## src/hdl/rss_pkg.sv

```systemverilog
// Constants and types shared by the reset and start-up sequencer
package rss_pkg;
    localparam int unsigned CLK_MHZ     = 200;
    // Start-up and hold times in their own units
    localparam int unsigned SHORT_US    = 128;
    localparam int unsigned LONG_MS     = 128;
    localparam int unsigned WDR_HOLD_US = 2048;
    localparam int unsigned SHORT_CYC   = SHORT_US * CLK_MHZ;
    localparam int unsigned LONG_CYC    = LONG_MS * 1000 * CLK_MHZ;
    localparam int unsigned WDR_CYC     = WDR_HOLD_US * CLK_MHZ;
    localparam int unsigned TW          = 25;
    // I/O addresses
    localparam logic [7:0]  ADDR_WDT_CLR = 8'h26;
    localparam logic [7:0]  ADDR_PSC     = 8'hFF;
    // Cause bits of the processor status and control register
    localparam int unsigned BIT_POR      = 4;
    localparam int unsigned BIT_USBR     = 5;
    localparam int unsigned BIT_WDR      = 6;
    localparam logic [7:0]  CAUSE_MASK   = 8'h70;
    localparam logic [7:0]  PSC_POR_VAL  = 8'h10;
    localparam logic [1:0]  WDT_RESET    = 2'h0;
    localparam logic [7:0]  BYTE_ZERO    = 8'h00;

    typedef enum logic [2:0] {
        ST_POR, ST_SAMPLE, ST_SUSPEND, ST_STARTUP, ST_WDR, ST_RUN
    } rss_state_t;
endpackage

```

## src/hdl/rss_tmr_if.sv

```systemverilog
// Carrier between the sequencer and its hold timer
`timescale 1ns/1ps
interface rss_tmr_if;
    import rss_pkg::*;
    logic          start;
    logic [TW-1:0] len;
    logic          busy;
    logic          done;
    modport ctrl (output start, output len, input busy, input done);
    modport tmr  (input start, input len, output busy, output done);
endinterface

```

## src/hdl/rss_seq.sv

```systemverilog
// Reset and start-up sequencer with watchdog and I/O port decode
// Function
// - Power-on, watchdog and soft USB bus reset
// - Reset restores defaults, clears address, interrupts
// - Both stack pointers load zero on reset
// - Cause bits 4,5,6 in status register
// - Execution restarts at address zero
// - Reset entry pushes nothing onto stack
// - Power-on floats ports, samples wake pin
// - Wake high and idle bus enters suspend
// - Suspend exit with wake high waits 128us
// - Wake low after power-on waits 128ms
// - Delay: wake high short, else flag long
// - Port read to accumulator, write from it
// - Indexed write adds index to address
// - Watchdog MSB rise resets; writes clear it
// - Watchdog reset held 2.048 ms
`timescale 1ns/1ps
module rss_seq #(
    parameter int unsigned SHORT_CYCLES = rss_pkg::SHORT_CYC,
    parameter int unsigned LONG_CYCLES  = rss_pkg::LONG_CYC,
    parameter int unsigned WDR_CYCLES   = rss_pkg::WDR_CYC
) (
    // Clock and reset
    input  wire logic       i_clk,
    input  wire logic       i_resetn,
    // Pins and events
    input  wire logic       i_wake_sel,
    input  wire logic       i_usb_dm,
    input  wire logic       i_usb_dp,
    input  wire logic       i_usb_bus_reset,
    input  wire logic       i_wdt_tick,
    // Core I/O instructions
    input  wire logic       i_io_rd,
    input  wire logic       i_io_wr,
    input  wire logic       i_io_wx,
    input  wire logic [7:0] i_io_addr,
    input  wire logic [7:0] i_index_x,
    input  wire logic [7:0] i_acc,
    input  wire logic [7:0] i_port_rdata,
    // Core control
    output logic            o_core_reset,
    output logic            o_usb_addr_clear,
    output logic            o_gpio_hiz,
    output logic            o_suspend,
    // Port access
    output logic [7:0]      o_io_addr,
    output logic            o_io_wstb,
    output logic            o_io_rstb,
    output logic [7:0]      o_io_wdata,
    output logic            o_acc_load,
    output logic [7:0]      o_acc_data
);
    import rss_pkg::*;

    rss_tmr_if tif ();

    rss_timer u_timer (
        .i_clk    (i_clk),
        .i_resetn (i_resetn),
        .t        (tif.tmr)
    );

    rss_state_t state;
    rss_state_t next_state;
    logic [1:0] wdt;
    logic [1:0] next_wdt;
    logic [7:0] cause;
    logic [7:0] next_cause;
    logic       next_core_reset;
    logic       next_usb_addr_clear;
    logic       next_gpio_hiz;
    logic       next_suspend;
    logic [7:0] next_io_addr;
    logic       next_io_wstb;
    logic       next_io_rstb;
    logic [7:0] next_acc_data;
    logic       next_acc_load;
    logic [7:0] eff_addr;
    logic       run;
    logic       bus_idle;
    logic       wdt_fire;
    logic       usb_rst;
    logic [TW-1:0] startup_len;

    assign run      = (state == ST_RUN);
    assign bus_idle = i_usb_dm && !i_usb_dp;
    assign eff_addr = i_io_wx ? 8'(i_io_addr + i_index_x) : i_io_addr;
    assign usb_rst  = run && i_usb_bus_reset;
    assign startup_len = (!i_wake_sel && cause[BIT_POR]) ? TW'(LONG_CYCLES)
                                                         : TW'(SHORT_CYCLES);

    always_comb begin
        next_state = state;
        next_wdt   = wdt;
        next_cause = cause;
        wdt_fire   = 1'b0;
        tif.start  = 1'b0;
        tif.len    = startup_len;
        if (run && (i_io_wr || i_io_wx) && eff_addr == ADDR_WDT_CLR) begin
            next_wdt = WDT_RESET;
        end else if (run && i_wdt_tick) begin
            next_wdt = wdt + 2'h1;
            wdt_fire = !wdt[1] && next_wdt[1];
        end
        if (run && (i_io_wr || i_io_wx) && eff_addr == ADDR_PSC) begin
            next_cause = cause & i_acc & CAUSE_MASK;
        end
        if (usb_rst) begin
            next_cause[BIT_USBR] = 1'b1;
        end
        case (state)
            ST_POR: begin
                next_state = ST_SAMPLE;
            end
            ST_SAMPLE: begin
                if (i_wake_sel && bus_idle) begin
                    next_state = ST_SUSPEND;
                end else begin
                    next_state = ST_STARTUP;
                    tif.start  = 1'b1;
                end
            end
            ST_SUSPEND: begin
                if (!bus_idle || i_usb_bus_reset) begin
                    next_state = ST_STARTUP;
                    tif.start  = 1'b1;
                end
            end
            ST_STARTUP: begin
                if (tif.done) begin
                    next_state = ST_RUN;
                end
            end
            ST_WDR: begin
                tif.len = TW'(WDR_CYCLES);
                if (tif.done) begin
                    next_state = ST_RUN;
                end
            end
            default: begin
                if (wdt_fire) begin
                    next_state = ST_WDR;
                    tif.len    = TW'(WDR_CYCLES);
                    tif.start  = 1'b1;
                    next_wdt   = WDT_RESET;
                    next_cause[BIT_WDR] = 1'b1;
                end
            end
        endcase
        // core held in reset, no push
        next_core_reset     = (next_state != ST_RUN);
        next_usb_addr_clear = (next_state != ST_RUN) || usb_rst;
        next_gpio_hiz       = (next_state == ST_SAMPLE) || (next_state == ST_SUSPEND)
                              || (next_state == ST_STARTUP && cause[BIT_POR] && !run);
        next_suspend        = (next_state == ST_SUSPEND);
        next_io_addr  = eff_addr;
        next_io_wstb  = run && (i_io_wr || i_io_wx);
        next_io_rstb  = run && i_io_rd;
        next_acc_load = run && i_io_rd;
        next_acc_data = (eff_addr == ADDR_PSC) ? (cause & CAUSE_MASK) : i_port_rdata;
    end

    always_ff @(posedge i_clk) begin
        if (!i_resetn) begin
            state            <= ST_POR;
            wdt              <= WDT_RESET;
            cause            <= PSC_POR_VAL;
            o_core_reset     <= 1'b1;
            o_usb_addr_clear <= 1'b1;
            o_gpio_hiz       <= 1'b1;
            o_suspend        <= 1'b0;
            o_io_addr        <= BYTE_ZERO;
            o_io_wstb        <= 1'b0;
            o_io_rstb        <= 1'b0;
            o_io_wdata       <= BYTE_ZERO;
            o_acc_load       <= 1'b0;
            o_acc_data       <= BYTE_ZERO;
        end else begin
            state            <= next_state;
            wdt              <= next_wdt;
            cause            <= next_cause;
            o_core_reset     <= next_core_reset;
            o_usb_addr_clear <= next_usb_addr_clear;
            o_gpio_hiz       <= next_gpio_hiz;
            o_suspend        <= next_suspend;
            o_io_addr        <= next_io_addr;
            o_io_wstb        <= next_io_wstb;
            o_io_rstb        <= next_io_rstb;
            o_io_wdata       <= i_acc;
            o_acc_load       <= next_acc_load;
            o_acc_data       <= next_acc_data;
        end
    end

    // Checks
    property p_por_cause;
        @(posedge i_clk) !i_resetn |=> cause[BIT_POR] && state == ST_POR;
    endproperty
    a_por_cause: assert property (p_por_cause) else $error("power-on cause not set");

    property p_wdt_fire;
        @(posedge i_clk) disable iff (!i_resetn)
        wdt_fire |=> state == ST_WDR && cause[BIT_WDR] ##1 o_core_reset;
    endproperty
    a_wdt_fire: assert property (p_wdt_fire) else $error("watchdog did not reset");

    property p_wdt_clear;
        @(posedge i_clk) disable iff (!i_resetn)
        run && i_io_wr && i_io_addr == ADDR_WDT_CLR |=> wdt == WDT_RESET;
    endproperty
    a_wdt_clear: assert property (p_wdt_clear) else $error("watchdog not cleared");

    property p_wdr_hold;
        @(posedge i_clk) disable iff (!i_resetn)
        $rose(state == ST_WDR) |=> o_core_reset [*8];
    endproperty
    a_wdr_hold: assert property (p_wdr_hold) else $error("watchdog hold too short");

    // Same-cycle check: both flops load from next_state, so the core runs in the same cycle that state reaches ST_RUN
    property p_held;
        @(posedge i_clk) disable iff (!i_resetn)
        state != ST_RUN |-> o_core_reset && o_usb_addr_clear;
    endproperty
    a_held: assert property (p_held) else $error("core ran during reset");

    property p_suspend;
        @(posedge i_clk) disable iff (!i_resetn)
        state == ST_SAMPLE && i_wake_sel && bus_idle |=> state == ST_SUSPEND && o_suspend;
    endproperty
    a_suspend: assert property (p_suspend) else $error("suspend not entered");

    property p_wake_len;
        @(posedge i_clk) disable iff (!i_resetn)
        tif.start && state != ST_RUN && state != ST_WDR && !i_wake_sel && cause[BIT_POR]
        |-> tif.len == TW'(LONG_CYCLES);
    endproperty
    a_wake_len: assert property (p_wake_len) else $error("wrong start-up length");

    property p_indexed;
        @(posedge i_clk) disable iff (!i_resetn)
        run && i_io_wx |=> o_io_wstb && o_io_addr == 8'($past(i_io_addr) + $past(i_index_x));
    endproperty
    a_indexed: assert property (p_indexed) else $error("indexed address wrong");

    property p_read_psc;
        @(posedge i_clk) disable iff (!i_resetn)
        run && i_io_rd && i_io_addr == ADDR_PSC |=> o_acc_load && o_acc_data == $past(cause);
    endproperty
    a_read_psc: assert property (p_read_psc) else $error("status read wrong");

    property p_usb_soft;
        @(posedge i_clk) disable iff (!i_resetn)
        usb_rst && !wdt_fire |=> cause[BIT_USBR] && state == ST_RUN;
    endproperty
    a_usb_soft: assert property (p_usb_soft) else $error("bus reset mishandled");

    property p_tmr_live;
        @(posedge i_clk) disable iff (!i_resetn)
        state == ST_STARTUP || state == ST_WDR |-> tif.busy || tif.done;
    endproperty
    a_tmr_live: assert property (p_tmr_live) else $error("hold timer idle while holding");

    c_suspend: cover property (@(posedge i_clk) state == ST_SUSPEND ##1 state == ST_STARTUP);
    c_wdr:     cover property (@(posedge i_clk) state == ST_WDR ##1 state == ST_RUN);
    c_usb:     cover property (@(posedge i_clk) usb_rst);
endmodule

```

## src/hdl/rss_timer.sv

```systemverilog
// Down-counting hold timer for start-up and watchdog hold
`timescale 1ns/1ps
module rss_timer (
    // Clock and reset
    input  wire logic  i_clk,
    input  wire logic  i_resetn,
    // Control
    rss_tmr_if.tmr     t
);
    import rss_pkg::*;

    logic [TW-1:0] cnt;
    logic [TW-1:0] next_cnt;
    logic          busy;
    logic          next_busy;
    logic          done;
    logic          next_done;

    always_comb begin
        next_cnt  = cnt;
        next_busy = busy;
        next_done = 1'b0;
        if (t.start) begin
            next_cnt  = t.len - TW'(1);
            next_busy = 1'b1;
        end else if (busy) begin
            if (cnt == '0) begin
                next_busy = 1'b0;
                next_done = 1'b1;
            end else begin
                next_cnt = cnt - TW'(1);
            end
        end
    end

    always_ff @(posedge i_clk) begin
        if (!i_resetn) begin
            cnt  <= '0;
            busy <= 1'b0;
            done <= 1'b0;
        end else begin
            cnt  <= next_cnt;
            busy <= next_busy;
            done <= next_done;
        end
    end

    assign t.busy = busy;
    assign t.done = done;
endmodule

```

## config.mk

```make
export PLATFORM = sky130hd
export DESIGN_NAME = rss_seq
export DESIGN_NICKNAME = d
export VERILOG_FILES = /design/src/hdl/rss_pkg.sv /design/src/hdl/rss_tmr_if.sv /design/src/hdl/rss_seq.sv /design/src/hdl/rss_timer.sv
export SDC_FILE = /design/constraint.sdc
export NUM_CORES = 1
export LEC_CHECK = 0
export ABC_AREA = 1
export ABC_CLOCK_PERIOD_IN_PS = 4100
export BUFFER_PORTS_ARGS = -buffer_cell sky130_fd_sc_hd__buf_2
export CAP_MARGIN = 40
export CELL_PAD_IN_SITES_DETAIL_PLACEMENT = 0
export CELL_PAD_IN_SITES_GLOBAL_PLACEMENT = 2
export CORE_UTILIZATION = 30
export CTS_CLUSTER_DIAMETER = 30
export DETAILED_ROUTE_END_ITERATION = 10
export PLACE_DENSITY_LB_ADDON = 0.1
export SYNTH_ARGS = -nofsm -noshare
export SYNTH_HDL_FRONTEND = slang
export SYNTH_SLANG_ARGS = --single-unit
```

## constraint.sdc

```tcl
create_clock -name i_clk -period 4.1 [get_ports i_clk]
set_clock_uncertainty 0.05 [all_clocks]
set_input_delay 0.82 -clock i_clk [delete_from_list [all_inputs] [get_ports i_clk]]
set_output_delay 0.82 -clock i_clk [all_outputs]
set_load 0.01 [all_outputs]
```

==> out/qor.yml <==
run_status:
  outcome: "finished, final reports clean"
timing:
  tns_ns: 0
  relSlewSlack: 0.652
  tightest_slew_ns: 0.518
  finalHoldViolations: 0
  min_period_ns: 3.68
  setup_slack_ns: 0.425
  rsz0062_at_grt: "no"
  fin_crit_sh: 0.896
  slew_violations: 0
  finalSetupViolations: 0
  fmax_mhz: 272
clock_tree:
  clkLatencyLatePin_ns: 0.34
  cts_buffer_depth: 2
  cts_resized: 0
  clkTransAtPathRegs_ns: 0.06
  cts.sinks: 65
  cts_tree: "done"
  cts_made_buffers: 9
  cts-root-buf: "clkbuf_16"
  htreeDepth: 3
  cts_setup_buffers: 0
  postCtsHoldBufs: 0
finish:
  seq_area_sq_um: 1300
  antennaDiodeCount: 0
  layout-area-overhead-vs-synth_pct: 22.2
  multi_input_area_sq_um: 1960
  nNetsFinal: 667
  fill_cells: 1288
  final_layout_size_suffix_gt1_frac: 0.215
worst_hold_path:
  hold_depth: 2
  hold_path_class: "flip-flop to flip-flop"
  hp-start: "cause[5]"
  whs_endpoint: "cause[5]"
critical_path:
  crit_fanout: 12
  r2r_cells: 16
  crit_required_ns: 4.28
  reg2reg_slack_ns: 1.05
  end_kind: "flip-flop"
  cp.arrival_ns: 3.86
  path_class: "input port to flip-flop"
  start_kind: "input port"
  r2r-end: "u_timer.cnt[24]"
  reg2reg_from: "state[2]"
power_and_ir_drop:
  intPower_w: 0.00159
  total_power_w: 0.00259
  power_switching_w: 0.000997
  cellPowerDensity_nw_per_um2: 572
  pwr-share-clk: 0.330
  p_comb_frac: 0.360
  power_frac_seq: 0.310
  switching_share: 0.385
  ir_worst_vdd_uv: 230
  p_leak_nw: 2.31
global_routing:
  antenna_found_initial: 0
  grt_pass1_wl_mm: 17.3
  grt_pass1_vias: 3510
  grt_max_degree: 39
  grt_use_total: 0.176
  grt_overflow: 0
placement:
  port_buffers: 72
  place_congestion: 0.865
  post-place-ws_ns: 0.112
  dp_hpwl_mm: 7.89
synth:
  synth_ff_type: "dfxtp_1"
  synth_area_sq_um: 3710
  ys_ff_latch: 65
  synthTopCellsByArea: "dfxtp_1, nand2_1, inv_1"
  synth.distinct_cells: 46
  synth_seq_area_share: 0.351
  synth_area_per_cell_sq_um: 6.87
  synth.most_common_cell: "nand2_1"
  ys_top_cells_by_count: "nand2_1, inv_1, nor2_1, dfxtp_1, nand3_1"
  netlist_instances: 540
  synthesis.nets: 592
  synth_warnings: 0
  synth_edf_count: 0
  synth_top_area_cell: "dfxtp_1"
  synth_top_area_frac: 0.351
  async_reset_ff_frac: 0
die:
  ioPinCount: 73
  die_h_um: 113
  die_w_um: 113
  dieArea_sq_um: 12800
  coreArea_sq_um: 12000
  start_util: 0.309
  rows: 40
routing:
  vias_per_cell: 4.67
  firstDrtPassIters: 4
  wl_per_cell_um: 13.7
  drc_errors: 0
  drt-total-wl_mm: 10.5
  ant_nets: 0
  vias: 3579
  drt_iter0_markers: 155
flow_run:
  drv_cap: 0
-- per-layer routing --
metal	track usage	up-vias	wire length, um
li1	-	1892	-
met1	0.232	1597	5220
met2	0.270	71	4500
met3	0.0428	19	487
met4	0.0868	0	280
met5	0	-	0
-- flip-flops by register name, summed over array words and instances, names as in the netlist --
name	flops
cause	3
o_acc_data	8
o_acc_load	1
o_core_reset	1
o_gpio_hiz	1
o_io_addr	8
o_io_wdata	8
o_io_wstb	1
o_suspend	1
o_usb_addr_clear	1
state	3
u_timer.cnt	25
u_timer.t.busy	1
u_timer.t.done	1
wdt	2
-- power groups by stage --
stage | Combinational (W) | Sequential, W | Clock, W
5_1_grt | 0.00106 | 0.000816 | 0.000912
3_3_place_gp | 0.000938 | 0.000819 | 0
6_report | 0.000933 | 0.000805 | 0.000855
3_5_place_dp | 0.000937 | 0.000817 | 0
2_1_floorplan | 0.000696 | 0.000802 | 0
4_1_cts | 0.000940 | 0.000805 | 0.000880
-- worst max path at each step --
stage | from | to | slack (ns) | depth (start not counted)
after CTS | i_io_addr[0] | u_timer.cnt[24] | 0.47 | 20
after global placement | i_io_addr[0] | u_timer.cnt[16] | 0.14 | 20
after floorplan | i_io_addr[0] | u_timer.cnt[24] | 0.56 | 23
after detailed placement | i_io_addr[0] | u_timer.cnt[24] | 0.11 | 20
after global routing | i_io_addr[0] | u_timer.cnt[24] | 0.14 | 20
final | i_io_addr[0] | u_timer.cnt[24] | 0.42 | 20
-- critical path, cell delays in order --
cell and delay, ns:
buf_2 0.10, ha_1 0.23, fa_1 0.43, nand2_1 0.10
nand3_1 0.10, nand2_1 0.09, nand2_2 0.06, nor2_2 0.09
nand3_1 0.12, nor2_2 0.11, nand2_2 0.09, nand2_4 0.08
buf_4 0.24, nand3_1 0.16, a21oi_1 0.32, nand3_1 0.18
nor2_1 0.27, nand3_1 0.11, nand3_1 0.09, nand2_1 0.05
-- placed cells by master (no fill, tap or decap), types with 7 or more instances in the layout --
cell type  Yosys  layout
nor3_1         8       8
buf_4          2       7
nand4_1       12      12
nand2_1      111     111
nor2_1        75      75
ha_1           9       9
nand3_1       54      54
dfxtp_1       65      65
o21ai_0       28      28
a21oi_1       19      19
buf_2          1      72
clkbuf_16      0       9
nand2_2       10      10
inv_1         79      79
-- cells by family (layout without fill, tap and decap cells) --
| logic type | count (synthesis) | in the layout | synth area share |
|---|---|---|---|
| AOI/OAI and AO/OA | 68 | 68 | 0.117 |
| adders and majority gates | 10 | 10 | 0.0358 |
| DFF | 65 | 65 | 0.351 |
| buffers and inverters | 97 | 177 | 0.120 |
| xor gates and xnor gates | 4 | 4 | 0.00945 |
| and+or+nand+nor | 296 | 296 | 0.367 |
-- layout make-up --
cell class                 count  area share
multi-input combinational    378       0.433
sequential                    65       0.287
timing repair buffer          80      0.0972
inverter                      81      0.0701
clock buffer                   9      0.0497
tap                          147      0.0406
clock inverter                 7      0.0221
-- per-stage QoR --
stage | util | instances | hold slack, ns | instance area [sq um]
floorplan | - | 540 | 0.397 | 3710
global placement | 0.348 | 750 | 0.405 | 4180
detailed placement | 0.350 | 751 | 0.414 | 4210
CTS | 0.377 | 767 | 0.420 | 4530
global route | 0.377 | 767 | 0.443 | 4530
finish | 0.377 | 767 | 0.420 | 4530
(Power assumes the default switching activity.)
